File: src/common/basic_mode_consts.vh
`ifndef BASIC_MODE_CONSTS_VH
`define BASIC_MODE_CONSTS_VH

// Register index of the control word in the management address space
`define BMC_REG_ADDR        5'h00

// Field positions inside the control word
`define BMC_SW_RESET        15
`define BMC_LOOPBACK        14
`define BMC_SPEED_LSB       13
`define BMC_AN_ENABLE       12
`define BMC_POWER_DOWN      11
`define BMC_ISOLATE         10
`define BMC_AN_RESTART      9
`define BMC_DUPLEX          8
`define BMC_COL_TEST        7
`define BMC_SPEED_MSB       6

// Fixed reset values of the non-strapped fields
`define BMC_RST_SPEED_MSB   1'b1
`define BMC_RST_OTHER       1'b0

// Speed codes, high bit then low bit
`define SPEED_10            2'h0
`define SPEED_100           2'h1
`define SPEED_1000          2'h2
`define SPEED_RESERVED      2'h3

// Management frame opcodes and preamble length
`define MDIO_OP_WRITE       2'h1
`define MDIO_OP_READ        2'h2
`define MDIO_PREAMBLE_BITS  6'h20

// Software reset duration and clock period
`define SW_RESET_NS         1000
`define CLK_PERIOD_NS       10
`define SW_RESET_CYCLES     ((`SW_RESET_NS + `CLK_PERIOD_NS - 1) / `CLK_PERIOD_NS)

`endif

File: src/rtl/phy_basic_mode_control.v
// How it works
// - Self-clearing bits set on event, clear after
// - Strapped fields load from pins after reset
// - Fixed read-only fields ignore writes
// - Reset bit reads one, self-clears, restraps
// - Loopback routes MII transmit onto receive
// - Speed code bits six and thirteen
// - Auto-negotiation enable overrides manual speed, duplex
// - Power-down bit powers down, management stays
// - Power-down is bit OR pin; pin sets
// - Isolate cuts MII, keeps management
// - Restart bit triggers negotiation, self-clears
// - Writing zero to restart is harmless
// - Duplex bit selects full or half
// - Collision test echoes transmit enable
// - Bits five to zero read zero
// - Reset values of the fixed fields
// - Software reset touches standard registers only
// - Management works while powered down
`timescale 1ns/1ps
`include "basic_mode_consts.vh"

module phy_basic_mode_control #(
  parameter RESET_CYCLES = `SW_RESET_CYCLES  // Software reset hold time in clocks
) (
  input  wire       ref_clk_in,
  input  wire       nrst_in,
  input  wire       mdc_in,
  input  wire       mdio_in,
  output reg        mdio_out,
  output reg        mdio_oe_n_out,
  input  wire [4:0] phy_addr_strap_in,
  input  wire       an_strap_in,
  input  wire       duplex_strap_in,
  input  wire       power_down_pin_n_in,
  input  wire       mii_tx_en_in,
  input  wire [7:0] mii_txd_in,
  input  wire       line_rx_dv_in,
  input  wire [7:0] line_rxd_in,
  input  wire       line_col_in,
  output reg        mii_rx_dv_out,
  output reg  [7:0] mii_rxd_out,
  output reg        mii_col_out,
  output reg        line_tx_en_out,
  output reg  [7:0] line_txd_out,
  input  wire       an_started_in,
  input  wire [1:0] an_speed_in,
  input  wire       an_duplex_in,
  output wire       an_restart_out,
  output wire [1:0] speed_out,
  output wire       full_duplex_out,
  output wire       speed_reserved_out,
  output wire       power_down_out,
  output wire       isolate_out,
  output wire       loopback_out,
  output wire       std_reset_out,
  output reg        mgmt_read_out
);

  // Frame decoder states
  localparam [1:0] S_IDLE = 2'h0;
  localparam [1:0] S_HDR  = 2'h1;
  localparam [1:0] S_TA   = 2'h2;
  localparam [1:0] S_DATA = 2'h3;

  // Control fields
  reg        loopback;        // Loopback enable
  reg        speed_lsb;       // Manual speed low bit
  reg        an_enable;       // Auto-negotiation enable
  reg        power_down;      // Power-down request bit
  reg        isolate;         // Isolate enable
  reg        an_restart;      // Restart pending, self-clearing
  reg        duplex;          // Manual duplex
  reg        col_test;        // Collision test enable
  reg        speed_msb;       // Manual speed high bit
  // Software reset and strap capture
  reg        reset_busy;      // Software reset in progress
  reg [15:0] reset_cnt;       // Cycles left in software reset
  reg        strap_pending;   // Straps still to be captured
  reg [4:0]  phy_addr;        // Captured physical address
  // Management frame decoder
  reg        mdc_q;           // Previous sample of management clock
  reg [1:0]  state;           // Decoder state
  reg [5:0]  pre_cnt;         // Consecutive preamble ones
  reg [4:0]  bit_cnt;         // Bit counter within a field
  reg [12:0] hdr;             // Start, opcode, address bits
  reg [15:0] shreg;           // Data shift register
  reg        is_read;         // Frame is a read to this register
  reg        is_write;        // Frame is a write to this register
  reg        wr_commit;       // One-cycle pulse: write data complete
  reg [15:0] wr_data;         // Data of the completed write

  wire       mdc_rise = mdc_in & ~mdc_q;
  wire       addr_hit = (hdr[9:5] == phy_addr) && (hdr[4:0] == `BMC_REG_ADDR);
  wire [1:0] hdr_op   = hdr[11:10];

  // Read value; low reserved bits fixed at zero
  wire [15:0] rd_value = {reset_busy, loopback, speed_lsb, an_enable,
                          power_down, isolate, an_restart, duplex,
                          col_test, speed_msb, 6'h00};

  // Management clock edge detect
  always @(posedge ref_clk_in or negedge nrst_in) begin
    if (!nrst_in) begin
      mdc_q <= 1'b0;
    end else begin
      mdc_q <= mdc_in;
    end
  end

  // Clause 22 frame decoder, runs regardless of power state
  always @(posedge ref_clk_in or negedge nrst_in) begin
    if (!nrst_in) begin
      state         <= S_IDLE;
      pre_cnt       <= 6'h00;
      bit_cnt       <= 5'h00;
      hdr           <= 13'h0000;
      shreg         <= 16'h0000;
      is_read       <= 1'b0;
      is_write      <= 1'b0;
      wr_commit     <= 1'b0;
      wr_data       <= 16'h0000;
      mdio_out      <= 1'b1;
      mdio_oe_n_out <= 1'b1;
      mgmt_read_out <= 1'b0;
    end else begin
      wr_commit     <= 1'b0;
      mgmt_read_out <= 1'b0;
      if (mdc_rise) begin
        case (state)
          S_IDLE: begin
            // Count ones, a zero after a full preamble starts a frame
            if (mdio_in) begin
              if (pre_cnt != `MDIO_PREAMBLE_BITS) begin
                pre_cnt <= pre_cnt + 6'h01;
              end
            end else begin
              if (pre_cnt == `MDIO_PREAMBLE_BITS) begin
                state   <= S_HDR;
                bit_cnt <= 5'h00;
              end
              pre_cnt <= 6'h00;
            end
          end
          S_HDR: begin
            // Shift in second start bit, opcode, both addresses
            hdr     <= {hdr[11:0], mdio_in};
            bit_cnt <= bit_cnt + 5'h01;
            if (bit_cnt == 5'h0C) begin
              state   <= S_TA;
              bit_cnt <= 5'h00;
            end
          end
          S_TA: begin
            if (bit_cnt == 5'h00) begin
              // Header complete; decide and take the read snapshot
              is_read  <= hdr[12] && hdr_op == `MDIO_OP_READ && addr_hit;
              is_write <= hdr[12] && hdr_op == `MDIO_OP_WRITE && addr_hit;
              if (!hdr[12]) begin
                state <= S_IDLE;
              end else begin
                bit_cnt <= 5'h01;
              end
              if (hdr[12] && hdr_op == `MDIO_OP_READ && addr_hit) begin
                shreg         <= rd_value;
                mgmt_read_out <= 1'b1;
                mdio_out      <= 1'b0;
                mdio_oe_n_out <= 1'b0;
              end
            end else begin
              // Second turnaround bit done, first data bit out
              state   <= S_DATA;
              bit_cnt <= 5'h00;
              if (is_read) begin
                mdio_out <= shreg[15];
                shreg    <= {shreg[14:0], 1'b0};
              end
            end
          end
          S_DATA: begin
            bit_cnt <= bit_cnt + 5'h01;
            if (is_read) begin
              mdio_out <= shreg[15];
              shreg    <= {shreg[14:0], 1'b0};
            end else begin
              shreg <= {shreg[14:0], mdio_in};
            end
            if (bit_cnt == 5'h0F) begin
              // Frame ends: release the line, commit a write
              state         <= S_IDLE;
              mdio_out      <= 1'b1;
              mdio_oe_n_out <= 1'b1;
              if (is_write) begin
                wr_commit <= 1'b1;
                wr_data   <= {shreg[14:0], mdio_in};
              end
              is_read  <= 1'b0;
              is_write <= 1'b0;
            end
          end
          default: begin
            state <= S_IDLE;
          end
        endcase
      end
    end
  end

  // Control register fields, software reset and strap capture
  always @(posedge ref_clk_in or negedge nrst_in) begin
    if (!nrst_in) begin
      loopback      <= `BMC_RST_OTHER;
      speed_lsb     <= `BMC_RST_OTHER;
      an_enable     <= 1'b0;
      power_down    <= `BMC_RST_OTHER;
      isolate       <= `BMC_RST_OTHER;
      an_restart    <= 1'b0;
      duplex        <= 1'b0;
      col_test      <= `BMC_RST_OTHER;
      speed_msb     <= `BMC_RST_SPEED_MSB;
      reset_busy    <= 1'b0;
      reset_cnt     <= 16'h0000;
      strap_pending <= 1'b1;
      phy_addr      <= 5'h00;
    end else if (strap_pending) begin
      // First clock after release or end of software reset
      strap_pending <= 1'b0;
      an_enable     <= an_strap_in;
      duplex        <= duplex_strap_in;
      if (!reset_busy) begin
        phy_addr <= phy_addr_strap_in;
      end
      reset_busy    <= 1'b0;
      power_down    <= ~power_down_pin_n_in;
    end else if (reset_busy) begin
      // Hold defaults while the standard registers reset
      loopback   <= `BMC_RST_OTHER;
      speed_lsb  <= `BMC_RST_OTHER;
      power_down <= `BMC_RST_OTHER;
      isolate    <= `BMC_RST_OTHER;
      an_restart <= 1'b0;
      col_test   <= `BMC_RST_OTHER;
      speed_msb  <= `BMC_RST_SPEED_MSB;
      if (reset_cnt == 16'h0000) begin
        strap_pending <= 1'b1;
      end else begin
        reset_cnt <= reset_cnt - 16'h0001;
      end
    end else begin
      if (wr_commit && wr_data[`BMC_SW_RESET]) begin
        // Reset write: other fields follow the defaults, not the data
        reset_busy <= 1'b1;
        reset_cnt  <= RESET_CYCLES[15:0] - 16'h0001;
      end else if (wr_commit) begin
        loopback  <= wr_data[`BMC_LOOPBACK];
        speed_lsb <= wr_data[`BMC_SPEED_LSB];
        an_enable <= wr_data[`BMC_AN_ENABLE];
        isolate   <= wr_data[`BMC_ISOLATE];
        duplex    <= wr_data[`BMC_DUPLEX];
        col_test  <= wr_data[`BMC_COL_TEST];
        speed_msb <= wr_data[`BMC_SPEED_MSB];
      end
      // Pin asserted sets the bit, over any write
      if (!power_down_pin_n_in) begin
        power_down <= 1'b1;
      end else if (wr_commit && !wr_data[`BMC_SW_RESET]) begin
        power_down <= wr_data[`BMC_POWER_DOWN];
      end
      // Restart: a one with negotiation on sets; zero never clears
      if (wr_commit && wr_data[`BMC_SW_RESET] == 1'b0 &&
          wr_data[`BMC_AN_RESTART] && wr_data[`BMC_AN_ENABLE]) begin
        an_restart <= 1'b1;
      end else if (an_started_in || !an_enable) begin
        an_restart <= 1'b0;
      end
    end
  end

  // MII data path: loopback, isolate, collision test, all registered
  always @(posedge ref_clk_in or negedge nrst_in) begin
    if (!nrst_in) begin
      mii_rx_dv_out  <= 1'b0;
      mii_rxd_out    <= 8'h00;
      mii_col_out    <= 1'b0;
      line_tx_en_out <= 1'b0;
      line_txd_out   <= 8'h00;
    end else if (isolate || power_down_out) begin
      // Port cut off from the MAC side
      mii_rx_dv_out  <= 1'b0;
      mii_rxd_out    <= 8'h00;
      mii_col_out    <= 1'b0;
      line_tx_en_out <= 1'b0;
      line_txd_out   <= 8'h00;
    end else if (loopback) begin
      // Transmit echoed back, nothing sent to the line
      mii_rx_dv_out  <= mii_tx_en_in;
      mii_rxd_out    <= mii_txd_in;
      mii_col_out    <= col_test & mii_tx_en_in;
      line_tx_en_out <= 1'b0;
      line_txd_out   <= 8'h00;
    end else begin
      mii_rx_dv_out  <= line_rx_dv_in;
      mii_rxd_out    <= line_rxd_in;
      mii_col_out    <= col_test ? mii_tx_en_in : line_col_in;
      line_tx_en_out <= mii_tx_en_in;
      line_txd_out   <= mii_txd_in;
    end
  end

  // Resolved operating mode
  assign speed_out          = an_enable ? an_speed_in
                                        : {speed_msb, speed_lsb};
  assign full_duplex_out    = an_enable ? an_duplex_in : duplex;
  assign speed_reserved_out = ~an_enable &&
                              ({speed_msb, speed_lsb} == `SPEED_RESERVED);
  assign power_down_out     = power_down | ~power_down_pin_n_in;
  assign isolate_out        = isolate;
  assign loopback_out       = loopback;
  assign an_restart_out     = an_restart & an_enable & ~reset_busy;
  assign std_reset_out      = reset_busy;

endmodule // phy_basic_mode_control

File: config.mk
export PLATFORM = sky130hd
export DESIGN_NAME = phy_basic_mode_control
export DESIGN_NICKNAME = d
export VERILOG_FILES = /design/src/rtl/phy_basic_mode_control.v
export VERILOG_INCLUDE_DIRS = /design/src /design/src/common
export SDC_FILE = /design/constraint.sdc
export NUM_CORES = 1
export LEC_CHECK = 0
export BUFFER_PORTS_ARGS = -buffer_cell sky130_fd_sc_hd__clkbuf_2
export CORE_UTILIZATION = 50
export DETAILED_ROUTE_END_ITERATION = 6
export GPL_ROUTABILITY_DRIVEN = 0
export PLACE_DENSITY_LB_ADDON = 0.05
export SYNTH_ARGS = -nofsm -noshare
export SYNTH_HDL_FRONTEND = slang
export SYNTH_SLANG_ARGS = --single-unit
File: constraint.sdc
create_clock -name ref_clk_in -period 4.45 [get_ports ref_clk_in]
set_input_delay 0.89 -clock ref_clk_in [delete_from_list [all_inputs] [get_ports ref_clk_in]]
set_output_delay 0.89 -clock ref_clk_in [all_outputs]
set_load 0.005 [all_outputs]
Yosys cells after proc, flatten, opt, wreduce, memory -nomap -nowiden
Cells that the tools add are included.

storage, ports and cells
  flip-flop bits (word level) = 116
  bits in latches = 0
  memory bits (writable) = 0
  memory bits (read-only) = 0
  bits of input ports = 35
  output and inout port bits = 31
  memories = 0

operators by class
  add/subtract/negate cells = 3
  multipliers = 0
  div/mod/pow operators = 0
  magnitude comparators = 0
  eq/ne operators = 27
  shifts and indexed selects = 0
  muxes and demuxes = 93
  bitwise operators = 11
  reduce and logical (&&, ||, !) cells = 38

operator list
  cell                     number
  $mux W16                 6
  $mux W1                  62
  $mux W8                  4
  $pmux W16 S2             1
  $mux W5                  5
  $pmux W5 S4              1
  $ne A2 B2 Y1 const B     9
  $logic_not A16 Y1        1
  $reduce_and A4 Y1        4
  $sub A16 B1 Y16 const B  1
  $reduce_and A3 Y1        5
  $mux W2                  7
  $mux W6                  2
  $ne A3 B3 Y1 const B     4
  $logic_and A1 B1 Y1      11
  $eq A5 B4 Y1 const B     2
  $logic_not A5 Y1         2
  $eq A2 B2 Y1 const B     4
  $pmux W1 S2              4
  $pmux W2 S4              1
  $reduce_bool A2 Y1       4
  $add A6 B1 Y6 const B    1
  $eq A6 B6 Y1 const B     1
  $ne A6 B6 Y1 const B     1
  other kinds (15)         29

Logic depth before layout (Yosys ltp)
Gate-level depths: netlist of the first run.

  word-level depth = 7
  mapped depth = 9
  gate-level depth less buffers = 8

Least setup slack after synthesis of the first run
OpenSTA, ideal clock, no wires.

  path type = in2reg
  from = in mdio_in
  to = reg bit_cnt[3]
  data arrival time = 2.444 ns
  setup slack = 1.937 ns
  stages on the path = 6
  cells stage by stage = buf_6 or4b_4 o21ai_4 o311ai_4 or4b_1 nand3_1

between the ends
  longest elaborated chain between the ends = 2

ends and longest elaborated chain
  item                                line                          source
  start: declaration                  phy_basic_mode_control.v:29   input wire mdio_in,
  $ne A2 B2 Y1 (no source line)       n/a
  $reduce_and A4 Y1 (no source line)  n/a
  end signal: assignment              phy_basic_mode_control.v:148  bit_cnt <= bit_cnt + 5'h01;
  end signal: assignment              phy_basic_mode_control.v:181  bit_cnt <= bit_cnt + 5'h01;
  end: declaration                    phy_basic_mode_control.v:85   reg [4:0] bit_cnt;

No other way between the ends.
A chain may end at the register's enable or synchronous reset.

Worst setup path in the final report of the first run
  from = reg bit_cnt[0]
  to = reg shreg[9]

between the ends
  longest elaborated chain between the ends = 3
  elaborated cells on any way between the ends = 6

ends and longest elaborated chain
  item                                                                line                          source
  $logic_not A5 Y1 *                                                  phy_basic_mode_control.v:155  if (bit_cnt == 5'h00) begin
  $ne A3 B3 Y1 (no source line) or $mux W16 (tied branches)           n/a
  $reduce_and A4 Y1 (no source line) or $pmux W16 S2 (tied branches)  n/a
  end signal: assignment                                              phy_basic_mode_control.v:165  shreg <= rd_value;
  end signal: assignment                                              phy_basic_mode_control.v:176  shreg <= {shreg[14:0], 1'b0};
  end signal: assignment                                              phy_basic_mode_control.v:184  shreg <= {shreg[14:0], 1'b0};
  end: declaration                                                    phy_basic_mode_control.v:87   reg [15:0] shreg;

Mark *: on every way between the ends. The rest lies on a longest branch, timed or not.

==> results.txt, run 1 <==
----------------------------------------------------
[Power and ir drop]
  Share of total power consumed by net switching ... 0.314
  Net switching component of the power ... 0.727 mW
  Peak supply drop ... 0.341 mV
  Relative contribution of combinational cells to total power ... 0.217
  Share of power burned in the clock network ... 0.236
  Internal power summed over all cells ... approximately 1.6 mW
  Power per Cell Area ... 404 mW/mm^2
  Leakage dissipation ... 2.77 nW
  Part of the power in registers ... 0.547

[CTS]
  Maximum buffer depth of the clock tree ... 2
  Clock latency reported for the late side of the worst-skew pair ... 0.37 ns
  Post-cts hold buffer count ... 0
  Number of setup buffers added after CTS ... 0
  Sink count of the clock tree ... 110
  Number of CTS-inserted buffers ... 9
  H-tree depth reported by CTS ... 3
  Library cell used as clock root buffer ... clkbuf_8
  CTS tree ... yes
  PostCTS Resize Cnt ... 0
  CTS clock-pin slew for the worst setup and hold paths ... 0.09 ns

[Placement]
  HPWL after detailed placement ... 6870 microns
  Number of buffer cells added on primary ports ... 65

[Synth]
  Multiplexer share of the synthesized area ... 0.106
  Number of flops mapped to enable cells by yosys ... 0
  Distinct cell type count after synthesis ... 55
  Dominant synthesized flop cell ... dfrtp_1
  Area fraction of the dominant cell type after synthesis ... 0.514
  Commonest cells post-synth ... 106 x dfrtp_1, 64 x nand2_1, 42 x nor2_1, 31 x mux2_2
  Cells after Synth ... 473
  Leading cell types by total area after synthesis ... dfrtp_1 51%, mux2_2 6.8%, nand2_1 4.7%
  #FFs+latches synth ... 110
  Most repeated cell in the gate-level netlist after synthesis ... dfrtp_1
  Mapped cell area ... 0.00516 sq mm
  Average cell area after synthesis ... 10.9 sq um
  Synth warn ... 0
  Area share of fa/ha/maj cells after synthesis ... 0.0170
  Register area share after synthesis ... 0.535
  Net count after synthesis ... 515
  Library cell with the largest summed area after synthesis ... dfrtp_1
  Compound-gate portion of the synthesized area ... 0.0852
  Combinational family with the most area after synthesis ... simple AND/OR/NAND/NOR gates
  Fraction of synthesized cell area in xor and xnor cells ... 0.0306
  Post-synthesis share of cell area spent on and, or, nand and nor gates ... 0.197
  Share of synthesized flip-flops with an asynchronous set or reset ... 1.00

[STA]
  Pins over their slew limit ... 0
  Slew margin rel. ... 0.292
  Period utilisation layout ... 0.588
  Smallest hold slack ... 0.480 ns
  Final-report hold violation count ... 0
  Unrepaired setup endpoints after global routing ... no
  Final setup vio count ... 0
  Fmax achieved ... 382 MHz
  Actual slew at the worst max-slew pin ... 1.06 ns
  Total Negative Setup Slacks ... 0 ns
  Final clock skew ... 0.00763 ns
  Post-layout min period ... 2.62 ns

[Die]
  Area of the die ... 0.0107 sq mm
  Effective utilization at floorplan ... 0.523
  Io pins ... 66
  Die Y-Extent ... 104 microns
  Placeable core area ... 0.00986 sq mm
  Die width ... 104 microns
  Floorplan row count ... 36

[Detailed routing]
  Avg Vias per Cell ... about 5.4
  Post-route antenna net violation count ... 0
  DR pass1 iterations ... 4
  First DRT Iteration DRCs ... 112
  WL per Instance ... around 14 microns
  Number of remaining DRC errors ... 0
  Detailed-route wire length ... 9660 microns
  Number of vias after detailed routing ... 3637

[Worst setup path]
  Source of the worst register-to-register timing path ... bit_cnt[0]
  Crit path from ... bit_cnt[0]
  Data required time of the critical path ... 4.71 ns
  Reg-to-Reg End ... shreg[9]
  Worst-path cell with the longest stage delay ... or4b_1
  Worst Setup End Kind ... flip-flop
  Start-to-end type of the worst setup path ... flip-flop to flip-flop
  Cell class contributing the biggest share of worst-path delay ... simple AND/OR/NAND/NOR gates
  Reg2reg setup slack ... 1.83 ns
  Bufs and invs on worst path ... 1
  Slowest stage delay, CP ... 0.59 ns
  Arrival time reported for the critical path endpoint ... 2.88 ns
  Cells along the critical path ... inv_1, ha_1, or4b_1, nor2_2, a211o_1, mux2_2
  Worst r2r path cells ... 6
  Critical path peak fanout ... 16
  Critical Path Start Type ... flip-flop

[Min path]
  End of the worst hold path ... wr_data[8]
  Count of cells along the worst hold path ... 2
  Min-Delay Path Class ... flip-flop to flip-flop
  Worst hold path startpoint ... wr_data[8]

[Finish]
  Number of nets in the layout ... around 580
  Diode count ... 0
  Syn-to-layout area delta ... 11.4%
  Fraction of layout cells with a size suffix above 1 ... 0.240
  Util after Layout ... 0.582

[Global routing]
  Total global-route track usage ... 0.197
  Number of global-route vias before repair ... 3573
  Global-route wire length before repair ... 17000 microns
  GR Overflow Total ... 0
  Number of antenna violations at the first check in global routing ... 0
  Pin count of the biggest net entering global routing ... 52

[Flow run]
  Max-capacitance violation count ... 0

[Status]
  Run status ... finished clean

----------------------------------------------------
==> state kept, by name (all words and copies together) (netlist names), 2 cells and up <==
name / cells
bit_cnt: 5
hdr: 13
line_txd_out: 8
mii_rxd_out: 8
phy_addr: 5
pre_cnt: 6
reset_cnt: 16
shreg: 16
state: 2
wr_data: 10
==> layout by cell type (no fill, tap or decap), types with 6 or more instances in the layout <==
master | synthesis | layout
nor2_1 | 42 | 42
clkbuf_8 | 0 | 10
o21ai_0 | 16 | 16
mux2_1 | 7 | 7
clkbuf_2 | 0 | 64
and2_1 | 10 | 10
mux2i_1 | 12 | 12
nand2_1 | 64 | 64
nand3_1 | 16 | 16
mux2_2 | 31 | 31
dfrtp_1 | 106 | 106
nor2b_1 | 9 | 9
nor4_1 | 6 | 6
a21oi_1 | 11 | 11
nor3_1 | 8 | 8
ha_1 | 7 | 7
inv_1 | 13 | 13
xor2_1 | 15 | 15
a22o_1 | 10 | 10
==> per-layer routing <==
layer / vias to the layer above / global-route usage / share of wire
met5: - / 0 / 0
met4: 0 / 0.0590 / 0.013
met3: 10 / 0.0384 / 0.028
met2: 60 / 0.322 / 0.49
met1: 1788 / 0.267 / 0.47
li1: 1779 / - / -
==> kinds of logic after synthesis <==
| kind of cell | count (synthesis) |
|---|---|
| AO/OA/AOI/OAI | 59 |
| XOR/XNOR | 18 |
| adder cells (fa/ha/maj) | 7 |
| buffers and inverters | 32 |
| flip-flops | 110 |
| multiplexers | 50 |
| AND/OR/NAND/NOR | 197 |
==> power by group through the flow <==
stage               sequential, mW  combinational (mW)  clock, mW
finish                        1.27               0.504      0.547
detailed placement            1.29               0.507          0
global placement              1.28               0.494          0
CTS                           1.27               0.509      0.568
floorplan                     1.23               0.428          0
global route                  1.29               0.569      0.605
==> stage by stage <==
step	power [mW]	area, sq um	worst slack [ns]	cells
CTS	2.34	5750	1.83	670
floorplan	1.66	5160	1.94	473
global placement	1.78	5570	1.73	655
global route	2.46	5750	1.67	670
detailed placement	1.79	5570	1.71	655
finish	2.32	5750	1.83	670
==> worst min-delay path, stage by stage, from the launching register on <==
cell and delay, ns:
dfrtp_1 0.35, nand2_1 0.05, nand2_1 0.05
==> how the worst max path moves through the flow <==
stage / slack (ns) / cells past startpoint / end
2_1_floorplan: 1.94 / 6 / bit_cnt[3]
3_3_place_gp: 1.73 / 6 / hdr[5]
3_5_place_dp: 1.71 / 6 / hdr[4]
4_1_cts: 1.83 / 6 / shreg[8]
5_1_grt: 1.67 / 6 / shreg[8]
6_report: 1.83 / 6 / shreg[9]
==> area by class of cell <==
type	instances	area, sq um
inverter	13	48.8
timing repair buffer	68	350
multi-input combinational	331	2250
clock buffer	10	138
clock inverter	5	35.0
tap	133	166
sequential	110	2760
fill	867	4120
(Power assumes the default switching activity.)
==> run 2, diff against run 1 <==
Clock period 4.45 ns to 2.25 ns, I/O delays scaled along.
==> run 2 against run 1 <==
Compared with the run above: first-iteration DRC count grew 13%; die area is the same; power grew 100%; largest power group unchanged; sequential share of layout area shrank 1.6 points; largest cell class unchanged; wire length grew 5.0%; design area grew 3.5%; count of clock-buffer cells in the layout shrank 1; via count grew 2.2%; clock skew grew 0.0021 ns.
==> results.txt, run 2 (same netlist as run 1, synthesis figures left out) <==
----------------------------------------------------
[Power and ir drop]
  Power per Cell Area ... 796 mW/mm^2 (was 404 mW/mm^2)
  Leakage dissipation ... 2.88 nW (was 2.77 nW)
  Total power consumption of the routed design ... 4.73 mW (was 2.32 mW)
  Peak supply drop ... 0.810 mV (was 0.341 mV)

[Global routing]
  GR Overflow Total ... 0 (unchanged)
  Number of antenna violations at the first check in global routing ... 0 (unchanged)
  Total global-route track usage ... 0.204 (was 0.197)
  Number of global-route vias before repair ... 3646 (was 3573)
  Global-route wire length before repair ... 17400 microns (was 17000 microns)
  Pin count of the biggest net entering global routing ... 50 (was 52)

[CTS]
  H-tree depth reported by CTS ... 3 (unchanged)
  CTS tree ... yes (unchanged)
  Sink count of the clock tree ... 110 (unchanged)
  Library cell used as clock root buffer ... clkbuf_8 (unchanged)
  Number of CTS-inserted buffers ... 9 (unchanged)
  CTS clock-pin slew for the worst setup and hold paths ... 0.10 ns (was 0.09 ns)
  Maximum buffer depth of the clock tree ... 2 (unchanged)
  Number of setup buffers added after CTS ... 0 (unchanged)
  Clock latency reported for the late side of the worst-skew pair ... 0.38 ns (was 0.37 ns)

[Placement]
  Number of buffer cells added on primary ports ... 65 (unchanged)
  Worst-case setup slack after placement ... 0.0704 ns (was 1.71 ns)
  HPWL after detailed placement ... 7190 microns (was 6870 microns)
  Placed Cells incl. Taps ... 675 (was 655)

[Die]
  Placeable core area ... 0.00986 sq mm (unchanged)
  Area of the die ... 0.0107 sq mm (unchanged)
  Floorplan row count ... 36 (unchanged)
  Io pins ... 66 (unchanged)
  Die width ... 104 microns (unchanged)
  Die Y-Extent ... 104 microns (unchanged)
  Effective utilization at floorplan ... 0.523 (unchanged)

[Worst setup path]
  Slowest stage delay, CP ... 0.52 ns (was 0.59 ns)
  Cell class contributing the biggest share of worst-path delay ... simple AND/OR/NAND/NOR gates (unchanged)
  Critical Path Start Type ... flip-flop (unchanged)
  Critical path peak fanout ... 11 (was 16)
  Critical path endpoint ... reset_cnt[15] (was shreg[9])
  Worst r2r path cells ... 7 (was 6)
  Number of cells on the critical path ... 7 (was 6)
  Reg-to-Reg End ... reset_cnt[15] (was shreg[9])
  Crit path from ... reset_cnt[0] (was bit_cnt[0])
  Worst-path cell with the longest stage delay ... or4_4 (was or4b_1)
  Arrival time reported for the critical path endpoint ... 2.40 ns (was 2.88 ns)
  Cells along the critical path ... inv_1, ha_1, or4b_1, or4_4, nand4_1, xor2_1, nor2_1 (was inv_1, ha_1, or4b_1, nor2_2, a211o_1, mux2_2)
  Source of the worst register-to-register timing path ... reset_cnt[0] (was bit_cnt[0])
  Bufs and invs on worst path ... 1 (unchanged)
  Data required time of the critical path ... 2.51 ns (was 4.71 ns)
  Worst Setup End Kind ... flip-flop (unchanged)
  Start-to-end type of the worst setup path ... flip-flop to flip-flop (unchanged)
  Reg2reg setup slack ... 0.11 ns (was 1.83 ns)

[Detailed routing]
  Post-route antenna net violation count ... 0 (unchanged)
  DR pass1 iterations ... 4 (unchanged)
  Number of remaining DRC errors ... 0 (unchanged)
  WL per Instance ... 14.7 microns (was 14.4 microns)
  First DRT Iteration DRCs ... 127 (was 112)
  Detailed-route wire length ... 10100 microns (was 9660 microns)
  Avg Vias per Cell ... 5.37 (was 5.43)
  Number of vias after detailed routing ... 3718 (was 3637)

[STA]
  Final-report hold violation count ... 0 (unchanged)
  Final clock skew ... 0.00971 ns (was 0.00763 ns)
  Fmax achieved ... 467 MHz (was 382 MHz)
  Period utilisation layout ... 0.952 (was 0.588)
  Post-layout min period ... 2.14 ns (was 2.62 ns)
  Final setup slack of the worst path ... 0.109 ns (was 1.83 ns)
  Slew margin rel. ... 0.518 (was 0.292)
  Actual slew at the worst max-slew pin ... 0.717 ns (was 1.06 ns)
  Pins over their slew limit ... 0 (unchanged)
  Total Negative Setup Slacks ... 0 ns (unchanged)
  Final setup vio count ... 0 (unchanged)

[Flow run]
  Max-capacitance violation count ... 0 (unchanged)

[Finish]
  Fraction of layout cells with a size suffix above 1 ... 0.270 (was 0.240)
  Biggest registers after layout ... reset_cnt (16), shreg (16), hdr (13) (unchanged)
  Commonest cells after routing, fill and taps aside ... 106 x dfrtp_1, 64 x nand2_1, 64 x clkbuf_2 (unchanged)
  Diode count ... 0 (unchanged)
  Area taken by flip-flops and latches ... 0.00276 sq mm (unchanged)
  Number of nets in the layout ... 596 (was 575)
  Fill cell instance count of the final layout ... 869 (was 867)
  Util after Layout ... 0.603 (was 0.582)
  Most common cell after layout, fill and taps aside ... dfrtp_1 (unchanged)
  Syn-to-layout area delta ... 15.3% (was 11.4%)
  Finished Layout Cells ... 692 (was 670)
  Multi-input combinational cell area ... 0.00225 sq mm (about the same)

[Status]
  Run status ... finished clean (unchanged)

[Min path]
  Min-Delay Path Class ... input port to flip-flop (was flip-flop to flip-flop)

----------------------------------------------------
## run 2: cell count changes in the layout (fill, tap and decap cells not counted), sizes merged
cell         delta
clkinvlp        +1
buf            +20
clkinv          +1
clkbuf          -1
dlygate4sd3     +1
## run 2: cell type report
cell class                      instances  area share
Tap cell                              133      0.0280
Timing Repair Buffer                   89      0.0901
Clock buffer                            9      0.0208
Sequential cell                       110       0.464
Multi-Input combinational cell        331       0.379
Inverter                               13     0.00821
Clock inverter                          7     0.00989
## run 2: what timing repair did
item,in CTS,in global routing
hold buffers,1,0
endpoints found under the hold margin,28,0
gates resized for setup,0,1
endpoints found under the setup margin,0,5
## run 2: metal layers
layer,vias to the layer above,track usage,wire [microns]
li1,1820,-,-
met1,1841,0.271,4810
met2,48,0.329,4900
met3,9,0.0535,316
met4,0,0.0611,107
met5,-,0,0
## run 2: worst min path at each step
stage	endpoint	start	slack, ns	cells after the start
after detailed placement	reset_cnt[5]	nrst_in	0.42	1
after global routing	mdc_q	mdc_in	0.16	1
after CTS	mdc_q	mdc_in	0.16	1
final	mdc_q	mdc_in	0.18	1
after global placement	reset_cnt[4]	nrst_in	0.42	1
after floorplan	an_enable	nrst_in	0.15	0
## run 2: stage by stage
step           hold slack (ns)  instance area (sq um)
2_1_floorplan            0.154                   5160
3_3_place_gp             0.420                   5750
3_5_place_dp             0.421                   5750
4_1_cts                  0.157                   5940
5_1_grt                  0.165                   5950
6_report                 0.181                   5950
## run 2: report_power, final
group          total [mW]  internal (mW)  switching, mW
combinational        1.15          0.582          0.570
sequential           2.48           2.23          0.244
clock                1.10          0.414          0.690
